`src/verilog/crtc_vcursor_regs.vh`:
```
// Index map, field positions and reset values of the vertical and cursor timing registers
`ifndef CRTC_VCURSOR_REGS_VH
`define CRTC_VCURSOR_REGS_VH
`define IDX_ROW_HEIGHT_AND_OVERFLOW 8'h09
`define IDX_CURSOR_START_LINE 8'h0a
`define IDX_CURSOR_END_LINE 8'h0b
`define IDX_DISPLAY_START_HIGH 8'h0c
`define IDX_DISPLAY_START_LOW 8'h0d
`define IDX_CURSOR_POSITION_HIGH 8'h0e
`define IDX_CURSOR_POSITION_LOW 8'h0f
`define IDX_VSYNC_START_LOW 8'h10
`define IDX_VSYNC_END_PROTECT 8'h11
`define IDX_DISPLAY_END_LOW 8'h12
`define IDX_PROTECT_LAST 8'h07
`define BIT_DOUBLE_SCAN 7
`define BIT_SPLIT_LINE_9 6
`define BIT_VBLANK_START_9 5
`define BIT_CURSOR_OFF 5
`define BIT_PROTECT 7
`define BIT_VINT_ENABLE 5
`define BIT_VINT_CLEAR 4
`define BIT_OVF_SPLIT_8 4
`define BIT_OVF_VBLANK_8 3
`define BIT_OVF_VSYNC_8 2
`define BIT_OVF_VSYNC_9 7
`define BIT_OVF_DEND_8 1
`define BIT_OVF_DEND_9 6
`define MASK_CURSOR_START 8'h3f
`define MASK_CURSOR_END 8'h7f
`define RESET_REG 8'h00
`endif
```
`src/verilog/crtc_vcursor.v`:
```
// Vertical timing, row scan and text cursor section of the display timing controller
`timescale 1ns/100ps
`default_nettype none
`include "crtc_vcursor_regs.vh"
// Notes on behaviour
// - Double-scan bit 7 set halves the row scan clock so each line repeats.
// - Split line is row-height bit 6, overflow bit 4, split line low byte.
// - At the split line the memory address counter reloads with zero.
// - Blank start is row-height bit 5, overflow bit 3, blank start low byte.
// - Row height field holds lines minus one; row scan counter wraps after it.
// - Cursor-off bit 5 suppresses the cursor; graphics modes ignore cursor settings.
// - Cursor begins on the start-field line, top line of the box being zero.
// - Cursor last line is the end-field line, counted from zero at the top.
// - Skew field 6:5 delays cursor by one to four character clocks.
// - First active fetch uses the 16-bit display start address.
// - Cursor sits at the character whose address equals the 16-bit position.
// - Vsync starts at the line given by overflow bits 7,2 and the low byte.
// - Protect bit blocks writes to indices 00h-07h except overflow bit 4.
// - Vertical interrupt enable and clear bits are plain storage, no effect.
// - Vsync ends when the low four line bits match the end field.
// - Last active line is overflow bits 6,1 with the display end low byte.
// - First active line is scan line zero; software programs relative to it.
// - Reserved cursor bits read as zero.
// - Registers are reached by index then data port access.
module crtc_vcursor (
  input wire ref_clk,
  input wire rst,
  input wire [7:0] reg_index,
  input wire reg_wr,
  input wire reg_rd,
  input wire [7:0] reg_wdata,
  output reg [7:0] reg_rdata,
  output reg [7:0] vertical_overflow_bits,
  output reg ovf_wr,
  input wire [7:0] split_line_low,
  input wire [7:0] vblank_start_low,
  input wire text_mode,
  input wire char_clk_en,
  input wire line_end,
  input wire frame_start,
  output reg [15:0] mem_addr,
  output reg [9:0] scan_line,
  output reg [4:0] row_scan,
  output reg display_active,
  output reg vblank,
  output reg vsync,
  output reg cursor_out
);
  reg [7:0] row_height_and_overflow_reg;
  reg [7:0] cursor_start_line_reg;
  reg [7:0] cursor_end_line_reg;
  reg [7:0] display_start_high_reg;
  reg [7:0] display_start_low_reg;
  reg [7:0] cursor_position_high_reg;
  reg [7:0] cursor_position_low_reg;
  reg [7:0] vsync_start_low_reg;
  reg [7:0] vsync_end_protect_reg;
  reg [7:0] display_end_low_reg;
  reg [15:0] row_base_reg;
  reg half_line_reg;
  reg [3:0] skew_pipe_reg;
  wire [9:0] split_line;
  wire [9:0] vblank_start;
  wire [9:0] vsync_start;
  wire [9:0] display_end;
  wire [15:0] display_start;
  wire [15:0] cursor_addr;
  wire protect;
  wire row_tick;
  wire row_wrap;
  wire cursor_raw;
  wire cursor_delayed;
  reg [7:0] rdata_next;

  // Ten-bit line values assembled from the split fields
  assign split_line = {row_height_and_overflow_reg[`BIT_SPLIT_LINE_9],
                       vertical_overflow_bits[`BIT_OVF_SPLIT_8], split_line_low};
  assign vblank_start = {row_height_and_overflow_reg[`BIT_VBLANK_START_9],
                         vertical_overflow_bits[`BIT_OVF_VBLANK_8], vblank_start_low};
  assign vsync_start = {vertical_overflow_bits[`BIT_OVF_VSYNC_9],
                        vertical_overflow_bits[`BIT_OVF_VSYNC_8], vsync_start_low_reg};
  assign display_end = {vertical_overflow_bits[`BIT_OVF_DEND_9],
                        vertical_overflow_bits[`BIT_OVF_DEND_8], display_end_low_reg};
  assign display_start = {display_start_high_reg, display_start_low_reg};
  assign cursor_addr = {cursor_position_high_reg, cursor_position_low_reg};
  assign protect = vsync_end_protect_reg[`BIT_PROTECT];

  // Double scan advances the row counter on every second line only
  assign row_tick = line_end && (!row_height_and_overflow_reg[`BIT_DOUBLE_SCAN] || half_line_reg);
  assign row_wrap = (row_scan == row_height_and_overflow_reg[4:0]);

  // Cursor match; a window with start past end shows nothing, as on legacy parts
  assign cursor_raw = text_mode && !cursor_start_line_reg[`BIT_CURSOR_OFF] &&
                      (mem_addr == cursor_addr) && display_active &&
                      (row_scan >= cursor_start_line_reg[4:0]) &&
                      (row_scan <= cursor_end_line_reg[4:0]);

  function [7:0] read_mux;
    input [7:0] idx;
    begin
      case (idx)
        `IDX_ROW_HEIGHT_AND_OVERFLOW: read_mux = row_height_and_overflow_reg;
        `IDX_CURSOR_START_LINE: read_mux = cursor_start_line_reg & `MASK_CURSOR_START;
        `IDX_CURSOR_END_LINE: read_mux = cursor_end_line_reg & `MASK_CURSOR_END;
        `IDX_DISPLAY_START_HIGH: read_mux = display_start_high_reg;
        `IDX_DISPLAY_START_LOW: read_mux = display_start_low_reg;
        `IDX_CURSOR_POSITION_HIGH: read_mux = cursor_position_high_reg;
        `IDX_CURSOR_POSITION_LOW: read_mux = cursor_position_low_reg;
        `IDX_VSYNC_START_LOW: read_mux = vsync_start_low_reg;
        `IDX_VSYNC_END_PROTECT: read_mux = vsync_end_protect_reg;
        `IDX_DISPLAY_END_LOW: read_mux = display_end_low_reg;
        default: read_mux = 8'h00;
      endcase
    end
  endfunction

  always @* begin
    rdata_next = reg_rd ? read_mux(reg_index) : reg_rdata;
  end

  // Register writes, routed by index
  always @(posedge ref_clk) begin
    if (rst) begin
      row_height_and_overflow_reg <= `RESET_REG;
      cursor_start_line_reg <= `RESET_REG;
      cursor_end_line_reg <= `RESET_REG;
      display_start_high_reg <= `RESET_REG;
      display_start_low_reg <= `RESET_REG;
      cursor_position_high_reg <= `RESET_REG;
      cursor_position_low_reg <= `RESET_REG;
      vsync_start_low_reg <= `RESET_REG;
      vsync_end_protect_reg <= `RESET_REG;
      display_end_low_reg <= `RESET_REG;
      vertical_overflow_bits <= `RESET_REG;
      ovf_wr <= 1'b0;
      reg_rdata <= 8'h00;
    end else begin
      reg_rdata <= rdata_next;
      ovf_wr <= reg_wr && (reg_index <= `IDX_PROTECT_LAST) && !protect;
      if (reg_wr) begin
        case (reg_index)
          `IDX_ROW_HEIGHT_AND_OVERFLOW: row_height_and_overflow_reg <= reg_wdata;
          `IDX_CURSOR_START_LINE: cursor_start_line_reg <= reg_wdata & `MASK_CURSOR_START;
          `IDX_CURSOR_END_LINE: cursor_end_line_reg <= reg_wdata & `MASK_CURSOR_END;
          `IDX_DISPLAY_START_HIGH: display_start_high_reg <= reg_wdata;
          `IDX_DISPLAY_START_LOW: display_start_low_reg <= reg_wdata;
          `IDX_CURSOR_POSITION_HIGH: cursor_position_high_reg <= reg_wdata;
          `IDX_CURSOR_POSITION_LOW: cursor_position_low_reg <= reg_wdata;
          `IDX_VSYNC_START_LOW: vsync_start_low_reg <= reg_wdata;
          `IDX_VSYNC_END_PROTECT: vsync_end_protect_reg <= reg_wdata;
          `IDX_DISPLAY_END_LOW: display_end_low_reg <= reg_wdata;
          `IDX_PROTECT_LAST: begin
            // Split-line bit 8 stays writable so split screens work under protection
            if (protect) begin
              vertical_overflow_bits[`BIT_OVF_SPLIT_8] <= reg_wdata[`BIT_OVF_SPLIT_8];
            end else begin
              vertical_overflow_bits <= reg_wdata;
            end
          end
          default: ;
        endcase
      end
    end
  end

  // Vertical counting, first active line numbered zero
  always @(posedge ref_clk) begin
    if (rst) begin
      scan_line <= 10'h000;
      row_scan <= 5'h00;
      half_line_reg <= 1'b0;
      row_base_reg <= 16'h0000;
      mem_addr <= 16'h0000;
      display_active <= 1'b0;
      vblank <= 1'b0;
      vsync <= 1'b0;
    end else if (frame_start) begin
      scan_line <= 10'h000;
      row_scan <= 5'h00;
      half_line_reg <= 1'b0;
      row_base_reg <= display_start;
      mem_addr <= display_start;
      display_active <= 1'b1;
      vblank <= 1'b0;
      vsync <= (vsync_start == 10'h000);
    end else begin
      if (char_clk_en && display_active) begin
        mem_addr <= mem_addr + 16'h0001;
      end
      if (line_end) begin
        scan_line <= scan_line + 10'h001;
        half_line_reg <= !half_line_reg;
        if (scan_line == display_end) begin
          display_active <= 1'b0;
        end
        if (scan_line + 10'h001 == vblank_start) begin
          vblank <= 1'b1;
        end
        if (scan_line + 10'h001 == vsync_start) begin
          vsync <= 1'b1;
        end else if ((scan_line[3:0] + 4'h1) == vsync_end_protect_reg[3:0]) begin
          vsync <= 1'b0;
        end
        if (scan_line + 10'h001 == split_line) begin
          // Later rows fetch from the start of the frame buffer
          row_base_reg <= 16'h0000;
          mem_addr <= 16'h0000;
          row_scan <= 5'h00;
        end else if (row_tick) begin
          if (row_wrap) begin
            row_scan <= 5'h00;
            row_base_reg <= mem_addr;
          end else begin
            row_scan <= row_scan + 5'h01;
            mem_addr <= row_base_reg;
          end
        end else begin
          mem_addr <= row_base_reg;
        end
      end
    end
  end

  // Skew pipeline; costs four flops but lets the match align with the pixel path
  always @(posedge ref_clk) begin
    if (rst) begin
      skew_pipe_reg <= 4'h0;
    end else if (char_clk_en) begin
      skew_pipe_reg <= {skew_pipe_reg[2:0], cursor_raw};
    end
  end
  assign cursor_delayed = skew_pipe_reg[cursor_end_line_reg[6:5]];

  always @(posedge ref_clk) begin
    if (rst) begin
      cursor_out <= 1'b0;
    end else begin
      cursor_out <= cursor_delayed && text_mode;
    end
  end
endmodule
`default_nettype wire

```
`config.mk`:
```
export PLATFORM = sky130hd
export DESIGN_NAME = crtc_vcursor
export DESIGN_NICKNAME = d
export VERILOG_FILES = /design/src/verilog/crtc_vcursor.v
export VERILOG_INCLUDE_DIRS = /design/src /design/src/verilog
export SDC_FILE = /design/constraint.sdc
export NUM_CORES = 1
export LEC_CHECK = 0
export BUFFER_PORTS_ARGS = -buffer_cell sky130_fd_sc_hd__buf_2
export CAP_MARGIN = 15
export CORE_MARGIN = 2
export CORE_UTILIZATION = 50
export CTS_CLUSTER_SIZE = 30
export DETAILED_ROUTE_END_ITERATION = 12
export PLACE_DENSITY = 0.73
export SYNTH_ARGS = -nofsm -noshare
export SYNTH_HDL_FRONTEND = slang
export SYNTH_SLANG_ARGS = --single-unit
```
`constraint.sdc`:
```
create_clock -name ref_clk -period 8 [get_ports ref_clk]
set_input_delay 1.6 -clock ref_clk [delete_from_list [all_inputs] [get_ports ref_clk]]
set_output_delay 1.6 -clock ref_clk [all_outputs]
set_load 0.01 [all_outputs]
```
==> impl_metrics.json <==
{
  "status": "finished, final reports clean",
  "whs_endpoint": "reg_rdata[7]",
  "cts_tree": "done",
  "ys_ff_latch": 150,
  "grt.total_usage_pct": 28.1,
  "drive_gt1_share_pct": 15.5,
  "wl_per_cell_um": 19.6,
  "max_freq_mhz": 239,
  "timing.rr.end": "mem_addr[14]",
  "fillers": 1437,
  "final.period_utilization_pct": 52.3,
  "ys_async_sr_fraction_pct": 0,
  "max_slew_margin_pct": 21.6,
  "dr.pass1.iters": 5,
  "synth_top_flop_cell": "dfxtp_1",
  "start_util_pct": 51.2,
  "worst-endpoint-required_ns": 8.30,
  "post_cts_buffers": 0,
  "critPathArrivalTime_ns": 4.48,
  "ctsHoldBuffers": 0,
  "netlist_area_um2": 8140,
  "final.setup.tns_ns": 0,
  "coreArea_um2": 15900,
  "cts.sinks": 150,
  "io_pins": 92,
  "skew_ns": 0.00891,
  "detail-route-antenna-nets": 0,
  "yosysSeqAreaShare_pct": 36.9,
  "insertedDiodeCount": 0,
  "min_path_type": "reg2reg",
  "hp-start": "reg_rdata[7]",
  "antenna_found_initial": 0,
  "critPathKind": "in2reg",
  "r2r_setup_slack_ns": 4.37,
  "clock_latency_ns": 0.43,
  "grt_max_degree": 58,
  "path_max_fanout": 12,
  "holdWs_ns": 0.478,
  "drv_slew": 0,
  "slowest_stage": "nor4b_2",
  "place.gp.congestion": 0.926,
  "die_x_um": 132,
  "worst_slew_pin_slew_ns": 1.17,
  "hold_depth": 2,
  "final_hold_viol_count": 0,
  "min_period_ns": 4.18,
  "synth.avg_cell_area_um2": 8.44,
  "power_leakage_nw": 3.90,
  "synth-edff-count": 0,
  "clock_path_buffers": 2,
  "cp_cell_sequence": "buf_2 > or3_1 > nor4b_2 > nand4b_1 > mux2i_1 > nor2_1",
  "max-vdd-ir-drop_v": 0.000152,
  "regToRegStartpoint": "scan_line[0]",
  "vias": 7522,
  "synth_fp_nets": 1017,
  "fin_util_pct": 58.6,
  "wirelength_um": 24400,
  "numCtsBuffers": 17,
  "cp-start-kind": "primary input",
  "design.die.area_um2": 17300,
  "yosys.cell_types.count": 65,
  "ys_warn_count": 0,
  "io_buffers": 91,
  "overflow": 0,
  "postCtsResizedCells": 0,
  "nets": 1067,
  "syn_inst": 964,
  "htree_num_levels": 4,
  "grt_setup_unrepaired": "no",
  "viasPerCell": 6.05,
  "grt_pass1_wl_um": 38400,
  "drv_cap": 0,
  "root_buffer": "clkbuf_16",
  "cp_slowest_stage_delay_ns": 1.06,
  "clk_pin_slew_worst_paths_ns": 0.06,
  "grt_pass1_vias": 6822,
  "cp-end-kind": "flop",
  "r2r_cells": 6,
  "cellPowerDensity_nw_per_um2": 181,
  "drc": 0,
  "syn_to_final_growth_pct": 14.4,
  "drt_iter0_drc": 710,
  "dp_hpwl_um": 17200,
  "dieHeight_um": 132,
  "num_rows": 46,
  "setup_viol": 0
}
[stage by stage]
| stage | instances | cell area (µm²) | worst slack (ns) | total power, mW |
|---|---|---|---|---|
| final | 1243 | 9320 | 3.82 | 1.69 |
| after global routing | 1243 | 9320 | 3.72 | 1.73 |
| after CTS | 1243 | 9320 | 3.94 | 1.69 |
| after detailed placement | 1211 | 8710 | 3.49 | 0.874 |
| after global placement | 1211 | 8710 | 3.63 | 0.873 |
| after floorplan | 964 | 8140 | 4.33 | 0.837 |
[routing by layer]
layer / vias up / routed length [µm] / global-route usage, %
li1: 3548 / - / -
met1: 3587 / 10900 / 38.8
met2: 342 / 11000 / 42.9
met3: 45 / 1910 / 6.64
met4: 0 / 657 / 9.60
met5: - / 0 / 0
[placed cells by master (no fill, tap or decap), types with 4 or more instances in the layout]
cell type / synthesis / routed
o22ai_1: 16 / 16
o211a_1: 16 / 16
nand2b_1: 13 / 13
nor2b_1: 7 / 7
o21ai_0: 29 / 29
xnor2_1: 44 / 44
mux2i_1: 55 / 55
nor4_2: 1 / 6
buf_4: 1 / 14
nand4_1: 15 / 15
nand3_1: 65 / 65
nand2_1: 99 / 99
buf_2: 11 / 90
and3_1: 4 / 4
o2bb2ai_1: 7 / 7
or3_1: 4 / 4
inv_1: 21 / 21
nor2_1: 86 / 86
ha_1: 13 / 13
a32o_1: 14 / 14
dfxtp_1: 150 / 150
a21o_1: 4 / 4
a22oi_1: 26 / 26
nor4_1: 17 / 12
clkbuf_16: 0 / 17
xor2_1: 49 / 49
a21oi_1: 76 / 76
[cell type report]
cell class / count / area, µm² / share of cell area, %
clock buffers: 18 / 429 / 4.61
clock inverters: 14 / 175 / 1.88
inverters: 21 / 78.8 / 0.846
multi-input cells: 720 / 4800 / 51.6
flip-flops and latches: 150 / 3000 / 32.2
well taps: 216 / 270 / 2.90
repair buffers: 104 / 556 / 5.96
[critical path: cells and delay by family]
family                 cells  cell delay (ns)
and+or+nand+nor            4             2.39
muxes                      1             0.36
buffers and inverters      1             0.11
[cells by family after synthesis]
family	count (synthesis)	synth area share [%]
adders and majority gates	13	2.00
xor gates and xnor gates	97	11.0
AOI/OAI and AO/OA	219	18.5
muxes	59	7.59
buffers and inverters	94	4.55
and+or+nand+nor	332	19.5
DFF	150	36.9
[synthesized netlist by cell type (3+ instances only)]
| library cell | instances | area (µm²) |
|---|---|---|
| o22ai_1 | 16 | 100 |
| buf_1 | 3 | 11.3 |
| clkbuf_1 | 58 | 218 |
| mux2i_1 | 55 | 551 |
| nor2_1 | 86 | 323 |
| dfxtp_1 | 150 | 3000 |
| o211a_1 | 16 | 160 |
| inv_1 | 21 | 78.8 |
| nand2_1 | 99 | 372 |
| nand2b_1 | 13 | 81.3 |
| and3_1 | 4 | 25.0 |
| o21ai_0 | 29 | 145 |
| xor2_1 | 49 | 429 |
| a21oi_1 | 76 | 380 |
| ha_1 | 13 | 163 |
| o2bb2ai_1 | 7 | 61.3 |
| buf_2 | 11 | 55.1 |
| or2_2 | 3 | 18.8 |
| a22oi_1 | 26 | 195 |
| nand4_1 | 15 | 93.8 |
| nand3_1 | 65 | 325 |
| a32o_1 | 14 | 140 |
| nor3_1 | 3 | 15.0 |
| a22o_1 | 3 | 26.3 |
| nor4_1 | 17 | 106 |
| o32ai_1 | 3 | 26.3 |
| a21boi_0 | 3 | 22.5 |
| or3_1 | 4 | 25.0 |
| nor2b_1 | 7 | 43.8 |
| xnor3_1 | 3 | 67.6 |
| a21o_1 | 4 | 30.0 |
| xnor2_1 | 44 | 385 |
[worst max-delay path by stage]
stage	startpoint	endpoint	slack (ns)	depth (start not counted)
global route	reg_index[7]	vsync_end_protect_reg[0]	3.72	6
detailed placement	reg_index[7]	vsync_end_protect_reg[0]	3.49	6
finish	reg_index[7]	vsync_end_protect_reg[0]	3.82	6
global placement	reg_index[7]	vsync_end_protect_reg[0]	3.63	6
CTS	reg_index[7]	vsync_end_protect_reg[0]	3.94	6
floorplan	reg_index[7]	row_height_and_overflow_reg[0]	4.33	7
[power breakdown]
group	switching, mW	total, mW	internal (mW)	leakage, nW
logic	0.0696	0.102	0.0320	2.39
registers	0.00597	0.758	0.752	1.21
clock network	0.334	0.828	0.495	0.293
total	0.409	1.69	1.28	3.90
Power figures use the tool's default switching activity.
